**config.mk**
```make
export PLATFORM = sky130hd
export DESIGN_NAME = pot_link_slave
export DESIGN_NICKNAME = d
export VERILOG_FILES = /design/src/design/pot_link_pkg.sv /design/src/design/pot_link_slave.sv
export SDC_FILE = /design/constraint.sdc
export NUM_CORES = 1
export LEC_CHECK = 0
export BUFFER_PORTS_ARGS = -buffer_cell sky130_fd_sc_hd__clkbuf_2
export CORE_AREA = 5 5 85 103
export CTS_CLUSTER_DIAMETER = 120
export CTS_CLUSTER_SIZE = 14
export DETAILED_ROUTE_END_ITERATION = 7
export DIE_AREA = 0 0 90 108
export MAX_ROUTING_LAYER = met4
export PLACE_DENSITY = 0.75
export SLEW_MARGIN = 25
export SYNTH_ARGS = -nofsm -noshare
export SYNTH_HDL_FRONTEND = slang
export SYNTH_SLANG_ARGS = --single-unit
```
**constraint.sdc**
```tcl
create_clock -name ref_clk -period 4.5 [get_ports ref_clk]
set_input_delay 1.35 -clock ref_clk [delete_from_list [all_inputs] [get_ports ref_clk]]
set_output_delay 1.35 -clock ref_clk [all_outputs]
set_load 0.05 [all_outputs]
```
**src/design/pot_link_pkg.sv**
```systemverilog
// Constants, rule overview and state encodings for the two-wire instruction block.
// Overview of operation
// - Both auxiliary outputs low after power-up.
// - Auxiliary outputs follow instruction byte bit positions.
// - Instruction without data byte leaves wipers alone unless its midscale bit sets the selected wiper to midscale.
// - Address, instruction, STOP updates outputs without data.
// - New transfer after STOP may carry instruction only.
// - Repeated START abandons write, new instruction accepted.
// - Shutdown by low pin or instruction bit.
// - Answer only the strap-selected slave address.
// - Address is fixed prefix, two straps, direction.
// - Instruction byte field order, MSB first.
// - Bit shuts selected channel, pin all; wipers kept.
package pot_link_pkg;
	localparam logic [4:0] ADDR_PREFIX = 5'h0B;
	localparam logic [3:0] BITS_PER_BYTE = 4'h8;
	localparam logic [7:0] WIPER_MIDSCALE = 8'h80;
	localparam logic AUX_RESET = 1'b0;
	localparam logic [3:0] OFF_RESET = 4'h0;
	// Instruction byte bit positions.
	localparam int SEL_HI_POS = 6;
	localparam int SEL_LO_POS = 5;
	localparam int MIDSCALE_POS = 4;
	localparam int CHAN_OFF_POS = 3;
	localparam int AUX_TWO_POS = 2;
	localparam int AUX_ONE_POS = 1;
	// Synchroniser vector positions.
	localparam int PIN_SCL = 2;
	localparam int PIN_SDA = 1;
	localparam int PIN_PDN = 0;

	typedef enum logic [8:0] {
		ST_IDLE = 9'h001,
		ST_ADDR = 9'h002,
		ST_AACK = 9'h004,
		ST_INSTR = 9'h008,
		ST_IACK = 9'h010,
		ST_DATA = 9'h020,
		ST_DACK = 9'h040,
		ST_TX = 9'h080,
		ST_RACK = 9'h100
	} link_state_t;
endpackage

```
**src/design/pot_link_slave.sv**
```systemverilog
// Two-wire slave: instruction decode, auxiliary outputs, shutdown and wiper registers.
`timescale 1ns/1ps
module pot_link_slave import pot_link_pkg::*; (
	// Clock and reset
	input wire logic ref_clk,
	input wire logic rst,
	// Two-wire bus, open drain
	input wire logic scl_in,
	input wire logic sda_in,
	output logic sda_out,
	output logic sda_oe,
	// Device pins
	input wire logic addr_strap_low,
	input wire logic addr_strap_high,
	input wire logic global_powerdown_pin_n,
	output logic aux_out_one,
	output logic aux_out_two,
	// Channel state toward the resistor arrays
	output logic [3:0] chan_shutdown,
	output logic [31:0] wiper_register
);
	typedef struct packed {
		logic [2:0] pin1;
		logic [2:0] pin2;
		logic [1:0] strap1;
		logic [1:0] strap2;
		logic scl_p;
		logic sda_p;
		link_state_t st;
		logic [3:0] cnt;
		logic [7:0] sh;
		logic rw;
		logic [1:0] sel;
		logic ack;
		logic oe;
		logic aux1;
		logic aux2;
		logic [3:0] off;
		logic [3:0] shut;
		logic [3:0][7:0] wiper;
	} core_state_t;

	core_state_t s_r;
	core_state_t s_nxt;
	logic scl;
	logic sda;
	logic pdn;
	logic rise;
	logic fall;
	logic start;
	logic stop;
	logic instr_take;
	logic [6:0] dev_addr;

	assign scl = s_r.pin2[PIN_SCL];
	assign sda = s_r.pin2[PIN_SDA];
	assign pdn = s_r.pin2[PIN_PDN];
	assign rise = scl & ~s_r.scl_p;
	assign fall = ~scl & s_r.scl_p;
	assign start = scl & s_r.scl_p & s_r.sda_p & ~sda;
	assign stop = scl & s_r.scl_p & ~s_r.sda_p & sda;
	assign dev_addr = {ADDR_PREFIX, s_r.strap2[1], s_r.strap2[0]};

	always_comb begin
		s_nxt = s_r;
		instr_take = 1'b0;
		s_nxt.pin1 = {scl_in, sda_in, global_powerdown_pin_n};
		s_nxt.pin2 = s_r.pin1;
		s_nxt.strap1 = {addr_strap_high, addr_strap_low};
		s_nxt.strap2 = s_r.strap1;
		s_nxt.scl_p = scl;
		s_nxt.sda_p = sda;
		// Pin shuts every channel; bits only their own, wipers untouched.
		s_nxt.shut = s_r.off | {4{~pdn}};
		if (start) begin
			// A START in any state, even mid-write, begins a fresh address.
			s_nxt.st = ST_ADDR;
			s_nxt.cnt = 4'h0;
			s_nxt.oe = 1'b0;
		end else if (stop) begin
			s_nxt.st = ST_IDLE;
			s_nxt.oe = 1'b0;
		end else begin
			case (s_r.st)
				ST_ADDR, ST_INSTR, ST_DATA: begin
					if (rise && s_r.cnt < BITS_PER_BYTE) begin
						s_nxt.sh = {s_r.sh[6:0], sda};
						s_nxt.cnt = s_r.cnt + 4'h1;
					end else if (fall && s_r.cnt == BITS_PER_BYTE) begin
						s_nxt.cnt = 4'h0;
						s_nxt.oe = 1'b1;
						if (s_r.st == ST_ADDR) begin
							if (s_r.sh[7:1] != dev_addr) begin
								s_nxt.st = ST_IDLE;
								s_nxt.oe = 1'b0;
							end else begin
								s_nxt.st = ST_AACK;
								s_nxt.rw = s_r.sh[0];
							end
						end else if (s_r.st == ST_INSTR) begin
							// Applied at the instruction ack, so no data byte is needed.
							instr_take = 1'b1;
							s_nxt.st = ST_IACK;
							s_nxt.aux1 = s_r.sh[AUX_ONE_POS];
							s_nxt.aux2 = s_r.sh[AUX_TWO_POS];
							s_nxt.sel = {s_r.sh[SEL_HI_POS], s_r.sh[SEL_LO_POS]};
							s_nxt.off[{s_r.sh[SEL_HI_POS], s_r.sh[SEL_LO_POS]}] =
								s_r.sh[CHAN_OFF_POS];
							if (s_r.sh[MIDSCALE_POS]) begin
								s_nxt.wiper[{s_r.sh[SEL_HI_POS], s_r.sh[SEL_LO_POS]}] =
									WIPER_MIDSCALE;
							end
						end else begin
							s_nxt.st = ST_DACK;
							s_nxt.wiper[s_r.sel] = s_r.sh;
						end
					end
				end
				ST_AACK: begin
					if (fall) begin
						s_nxt.oe = 1'b0;
						s_nxt.st = ST_INSTR;
						if (s_r.rw) begin
							s_nxt.st = ST_TX;
							s_nxt.sh = s_r.wiper[s_r.sel];
							s_nxt.oe = ~s_r.wiper[s_r.sel][7];
						end
					end
				end
				ST_IACK, ST_DACK: begin
					// Further data bytes keep rewriting the selected wiper.
					if (fall) begin
						s_nxt.oe = 1'b0;
						s_nxt.st = ST_DATA;
					end
				end
				ST_TX: begin
					if (rise) begin
						s_nxt.cnt = s_r.cnt + 4'h1;
					end else if (fall) begin
						if (s_r.cnt == BITS_PER_BYTE) begin
							s_nxt.oe = 1'b0;
							s_nxt.st = ST_RACK;
						end else begin
							s_nxt.sh = {s_r.sh[6:0], 1'b0};
							s_nxt.oe = ~s_r.sh[6];
						end
					end
				end
				ST_RACK: begin
					if (rise) begin
						s_nxt.ack = ~sda;
					end else if (fall) begin
						s_nxt.st = ST_IDLE;
						if (s_r.ack) begin
							s_nxt.st = ST_TX;
							s_nxt.cnt = 4'h0;
							s_nxt.sh = s_r.wiper[s_r.sel];
							s_nxt.oe = ~s_r.wiper[s_r.sel][7];
						end
					end
				end
				default: begin
					s_nxt.st = ST_IDLE;
				end
			endcase
		end
	end

	always_ff @(posedge ref_clk or posedge rst) begin
		if (rst) begin
			s_r <= '0;
			s_r.pin1 <= 3'h7;
			s_r.pin2 <= 3'h7;
			s_r.scl_p <= 1'b1;
			s_r.sda_p <= 1'b1;
			s_r.st <= ST_IDLE;
			s_r.aux1 <= AUX_RESET;
			s_r.aux2 <= AUX_RESET;
			s_r.off <= OFF_RESET;
			s_r.wiper <= {4{WIPER_MIDSCALE}};
		end else begin
			s_r <= s_nxt;
		end
	end

	// The line is only ever pulled low; the pad data stays zero.
	assign sda_out = 1'b0;
	assign sda_oe = s_r.oe;
	assign aux_out_one = s_r.aux1;
	assign aux_out_two = s_r.aux2;
	assign chan_shutdown = s_r.shut;
	assign wiper_register = s_r.wiper;
endmodule // pot_link_slave

```
==> metrics.cfg, run 1 <==
[synthesis]
netlist_top_cells_count = 67 x dfrtp_1, 37 x buf_4, 34 x a22o_1, 26 x nand2_1
synth_area_leaders = dfrtp_1 41%, dfstp_2 8.3%, a22o_1 7.2%
ys_seq_area_share_pct = 49.1
syn_inst = 368
ys_ff_latch = 80
avgSynthCellArea_um2 = 11.2
synth_area_mm2 = 0.00411
synth_ff_type = dfrtp_1
ys_warn_count = 0
synth_nets = 377
yosys.area.top_type = dfrtp_1
synthArstFlopShare_pct = 100
synth_most_common_cell = dfrtp_1
yosysUniqueCellTypes = 62
synth-edff-count = 0
synth_top_area_share_pct = 40.8

[hold_path]
hp-class = reg2reg
holdPathEnd = dev_addr[0]
hold_depth = 0
min-delay-start = s_nxt[70]

[clock_tree]
root_buffer = clkbuf_8
post_cts_buffers = 0
numCtsBuffers = 9
htree_levels = 3
clk_latency_ns = 0.36
clockBufferDepth = 2
ctsHoldBuffers = 0
clkTransAtPathRegs_ns = 0.08
cts_tree = yes
cts_sinks = 80
cts_resized = 0

[timing]
hold_viol_final = 0
skew_ns = 0.0121
fin_crit_ns = 3.01
relSlewSlack_pct = 31.8
fmax_mhz = 332
drv_slew = 0
worst_slew_pin_slew_ns = 1.01
post-route-period-util_pct = 67.0
setup_tns_ns = 0
setup_viol = 0
rsz0062_at_grt = no

[global_route]
grt_max_degree = 53
overflow = 0
grt_pass1_vias = 2927
antenna_found_initial = 0
grt_first_pass_wirelength_mm = 15.4
grt_util_all_layers_pct = 20.5

[pwr]
p_per_area_mw_per_mm2 = 318
p_leak_nw = 1.96
vdd_ir_drop_max_mv = 0.226

[floorplanning]
die_y_um = 108
core-area_mm2 = 0.00758
row_count = 35
die-area_mm2 = 0.00972
start_util_pct = 54.2
ios = 47
die_w_um = 90

[placement]
dp_hpwl_mm = 6.60
place_congestion = 0.905
portBuffers = 45
place_area_mm2 = 0.00412

[worst_setup_path]
start_kind = flop
critPathArrivalTime_ns = 3.25
r2r_cells = 6
cp.required_ns = 4.74
worst_setup_path_end_kind = flop
path_class = reg2reg
rr_endpoint = s_r[51]
critPathMaxFanout = 11
ff2ff_setup_slack_ns = 1.49
reg2reg_from = s_r[62]

[drt]
routed_wl_mm = 9.16
vias = 2912
avgViaCountPerCell = 6.17
routedWlPerCell_um = 19.4
drc_errors = 0
detail_route.first_pass.iterations = 5
ant_nets = 0
drtIter0Drc = 213

[run_status]
status = finished, final reports clean

[cells_and_area]
multiInputGateArea_mm2 = 0.00169
design_area_mm2 = 0.00434
fin_nets = 384
n_antenna_cell = 0
area_growth_pct = 5.70
seqCellArea_mm2 = 0.00202
nFillCells = 628
final_layout_size_suffix_gt1_share_pct = 28.2

[job]
drv_cap = 0

-- placed cells by master, fill, tap and decap left out, drive strengths merged, types with 2 or more instances in the layout --
master | Yosys | final
a31oi | 2 | 2
or3 | 2 | 2
nand2 | 27 | 27
or4 | 3 | 3
bufinv | 0 | 2
o41ai | 3 | 3
dfstp | 13 | 13
buf | 43 | 3
mux4 | 8 | 8
a22o | 34 | 34
and2 | 3 | 3
nand2b | 6 | 6
o32ai | 3 | 3
xnor2 | 5 | 5
ha | 2 | 2
nor3b | 2 | 2
o31ai | 2 | 2
clkinv | 0 | 2
clkinvlp | 0 | 2
a22oi | 5 | 5
nand3 | 10 | 10
inv | 13 | 12
nand3b | 2 | 2
nor4 | 3 | 3
mux2 | 15 | 15
nand4 | 2 | 2
nor3 | 12 | 12
nor2 | 13 | 13
a21oi | 10 | 10
nor4b | 2 | 2
o22ai | 4 | 4
dfrtp | 67 | 67
mux2i | 2 | 2
o21ai | 12 | 12
clkbuf | 9 | 56
nor2b | 5 | 5
and3 | 5 | 5
o211ai | 2 | 2
-- how the worst max path moves through the flow --
stage / startpoint / endpoint / depth (start not counted)
after global placement: s_r[62] / s_r[52] / 6
after floorplan: rst / aux_out_one / 1
after global routing: s_r[62] / s_r[52] / 6
after CTS: s_r[62] / s_r[51] / 6
after detailed placement: s_r[62] / s_r[51] / 6
final: s_r[62] / s_r[51] / 6
-- metal layers --
layer,global-route usage [%],part of all wire [%],vias up
li1,-,-,1341
met1,25.0,42,1458
met2,32.9,50,95
met3,4.24,4.8,18
met4,9.89,2.8,0
met5,-,0,-
-- worst max-delay path, cell delays in order, from the launching register on --
cell,delay [ns]
dfrtp_1,0.51
nor4_4,0.50
o211ai_1,0.46
nand2_1,0.17
a31oi_1,0.09
or4_1,0.79
mux2_4,0.39
-- power by group --
part | internal, mW | switching [mW] | total [mW]
Sequential | 0.733 | 0.0106 | 0.743
Clock | 0.327 | 0.257 | 0.584
Combinational | 0.0161 | 0.0394 | 0.0555
Total | 1.08 | 0.307 | 1.38
-- cells by family after synthesis --
| group | after synthesis | synth area share, % |
|---|---|---|
| simple gates | 102 | 13.7 |
| xor+xnor | 6 | 1.28 |
| flops | 80 | 49.1 |
| mux | 25 | 9.53 |
| compound gates | 87 | 15.9 |
| fa+ha+maj | 2 | 0.609 |
| buf+inv | 65 | 9.75 |
| other cells | 1 | 0.0913 |
-- layout make-up --
class	instances	area share [%]
clock buffers	11	3.26
clock inverters	5	1.84
inverters	13	1.15
multi-input cells	223	38.9
flip-flops and latches	80	46.5
well taps	92	2.65
repair buffers	48	5.71
-- stage by stage --
step / power [mW] / utilization, % / setup WS, ns / hold WS, ns / cells
2_1_floorplan: 0.799 / - / 1.12 / 0.331 / 368
3_3_place_gp: 0.812 / 54.4 / 1.59 / 0.335 / 456
3_5_place_dp: 0.814 / 54.4 / 1.55 / 0.344 / 456
4_1_cts: 1.39 / 57.3 / 1.53 / 0.360 / 472
5_1_grt: 1.44 / 57.3 / 1.37 / 0.369 / 472
6_report: 1.38 / 57.3 / 1.49 / 0.358 / 472
-- flip-flops by register name (all words and copies together) (netlist names) --
name,flops
wiper_register,32
s_nxt,7
sda_oe,1
aux_out_two,1
pdn,1
aux_out_one,1
chan_shutdown,4
s_r,31
dev_addr,2
Power figures use the tool's default switching activity.
==> run 2: changes to the inputs <==
- clock period: 4.5 -> 2.91 ns (I/O delays scaled with it)
==> metrics.cfg, run 2 (synthesis gave the netlist of run 1 again) <==
[global_route]
overflow = 0  ; unchanged
grt_max_degree = 81  ; was 53
grt_first_pass_wirelength_mm = 15.5  ; was 15.4 mm
antenna_found_initial = 0  ; unchanged
grt_util_all_layers_pct = 20.5  ; unchanged
grt_pass1_vias = 3048  ; was 2927

[timing]
setup_viol = 0  ; unchanged
setup_tns_ns = 0  ; unchanged
hold_viol_final = 0  ; unchanged
rsz0062_at_grt = no  ; unchanged
relSlewSlack_pct = 50.9  ; was 31.8%
fmax_mhz = 364  ; was 332 MHz
worst_slew_pin_slew_ns = 0.733  ; was 1.01 ns
drv_slew = 0  ; unchanged
skew_ns = 0.00868  ; was 0.0121 ns
fin_crit_ns = 2.74  ; was 3.01 ns
post-route-period-util_pct = 94.3  ; was 67.0%
holdWs_ns = 0.356  ; was 0.358 ns

[clock_tree]
htree_levels = 3  ; unchanged
cts_resized = 0  ; unchanged
ctsHoldBuffers = 0  ; unchanged
clkTransAtPathRegs_ns = 0.08  ; about the same
numCtsBuffers = 9  ; unchanged
cts_tree = yes  ; unchanged
cts_sinks = 80  ; unchanged
clk_latency_ns = 0.37  ; was 0.36 ns
root_buffer = clkbuf_8  ; unchanged
post_cts_buffers = 0  ; unchanged
clockBufferDepth = 2  ; unchanged

[placement]
place_area_mm2 = 0.00416  ; was 0.00412 mm^2
place_congestion = 0.993  ; was 0.905
portBuffers = 45  ; unchanged
dp_hpwl_mm = 6.42  ; was 6.60 mm

[floorplanning]
ios = 47  ; unchanged
die_w_um = 90  ; unchanged
die_y_um = 108  ; unchanged
core-area_mm2 = 0.00758  ; unchanged
row_count = 35  ; unchanged
start_util_pct = 54.2  ; unchanged
die-area_mm2 = 0.00972  ; unchanged

[cells_and_area]
area_growth_pct = 5.79  ; was 5.70%
fin_nets = 387  ; was 384
final_layout_size_suffix_gt1_share_pct = 29.0  ; was 28.2%
largest_reg_flops = 32  ; unchanged
n_antenna_cell = 0  ; unchanged
final_common_cell = dfrtp_1  ; unchanged
design_area_mm2 = 0.00435  ; was 0.00434 mm^2
final_cell_mix = 67 x dfrtp_1, 45 x clkbuf_2, 34 x a22o_1  ; unchanged

[hold_path]
hp-class = reg2reg  ; unchanged

[drt]
routedWlPerCell_um = 19.7  ; was 19.4 um
routed_wl_mm = 9.35  ; was 9.16 mm
vias = 3011  ; was 2912
ant_nets = 0  ; unchanged
drtIter0Drc = 351  ; was 213
drc_errors = 0  ; unchanged
detail_route.first_pass.iterations = 5  ; unchanged
avgViaCountPerCell = 6.34  ; was 6.17

[worst_setup_path]
crit_buf_inv = 0  ; unchanged
critPathArrivalTime_ns = 2.99  ; was 3.25 ns
critPathMaxFanout = 9  ; was 11
cp.required_ns = 3.16  ; was 4.74 ns
path_delay_family = simple AND/OR/NAND/NOR gates  ; unchanged
path_class = reg2reg  ; unchanged
worst_setup_path_end_kind = flop  ; unchanged
slowest_delay_ns = 0.80  ; was 0.79 ns
start_kind = flop  ; unchanged
cp_slowest_cell = or4_1  ; unchanged
worstPathCellList = nor4_4 -> nand3_1 -> nand2_1 -> a31oi_1 -> or4_1 -> mux2_4  ; was nor4_4 -> o211ai_1 -> nand2_1 -> a31oi_1 -> or4_1 -> mux2_4

[run_status]
status = finished, final reports clean  ; unchanged

[pwr]
p_leak_nw = 1.98  ; was 1.96 nW
p_per_area_mw_per_mm2 = 467  ; was 318 mW/mm^2
p_total_mw = 2.03  ; was 1.38 mW
vdd_ir_drop_max_mv = 0.359  ; was 0.226 mV

[job]
drv_cap = 0  ; unchanged

[run 2: path summary, 6_finish.rpt]
kind	from	end	slack [ns]	cells past startpoint
min reg2reg	s_nxt[71]	dev_addr[1]	0.36	0
max reg2reg	s_r[62]	s_r[52]	0.17	6
min in group asynchronous	rst	s_r[43]	0.56	3
max in group asynchronous	rst	s_r[59]	1.98	3
max	s_r[62]	s_r[52]	0.17	6
min	s_nxt[71]	dev_addr[1]	0.36	0
[run 2: power by group]
part,internal (mW),switching (mW),leakage (nW)
Sequential,1.13,0.0164,1.05
Clock,0.362,0.430,0.0963
Combinational,0.0267,0.0606,0.827
[run 2: layer usage]
metal / vias to the layer above / GRT usage [%] / routed length (um)
li1: 1337 / - / -
met1: 1481 / 24.3 / 3720
met2: 156 / 33.9 / 4660
met3: 37 / 4.59 / 672
met4: 0 / 8.94 / 298
met5: - / - / 0
[run 2: final cells by class]
class                      instances  area [um^2]
multi-input combinational        223         1690
clock buffer                      11          151
tap                               92          115
inverter                          13         50.0
fill                             635         3230
clock inverter                     5         38.8
timing repair buffer              51          283
sequential                        80         2020
[run 2: metrics by stage]
stage               utilization [%]  std cells  setup slack, ns
finish                         57.4        475            0.165
global route                   57.4        475           0.0474
CTS                            57.4        475            0.214
detailed placement             54.8        459            0.245
global placement               54.8        459            0.298
floorplan                         -        368          0.00678
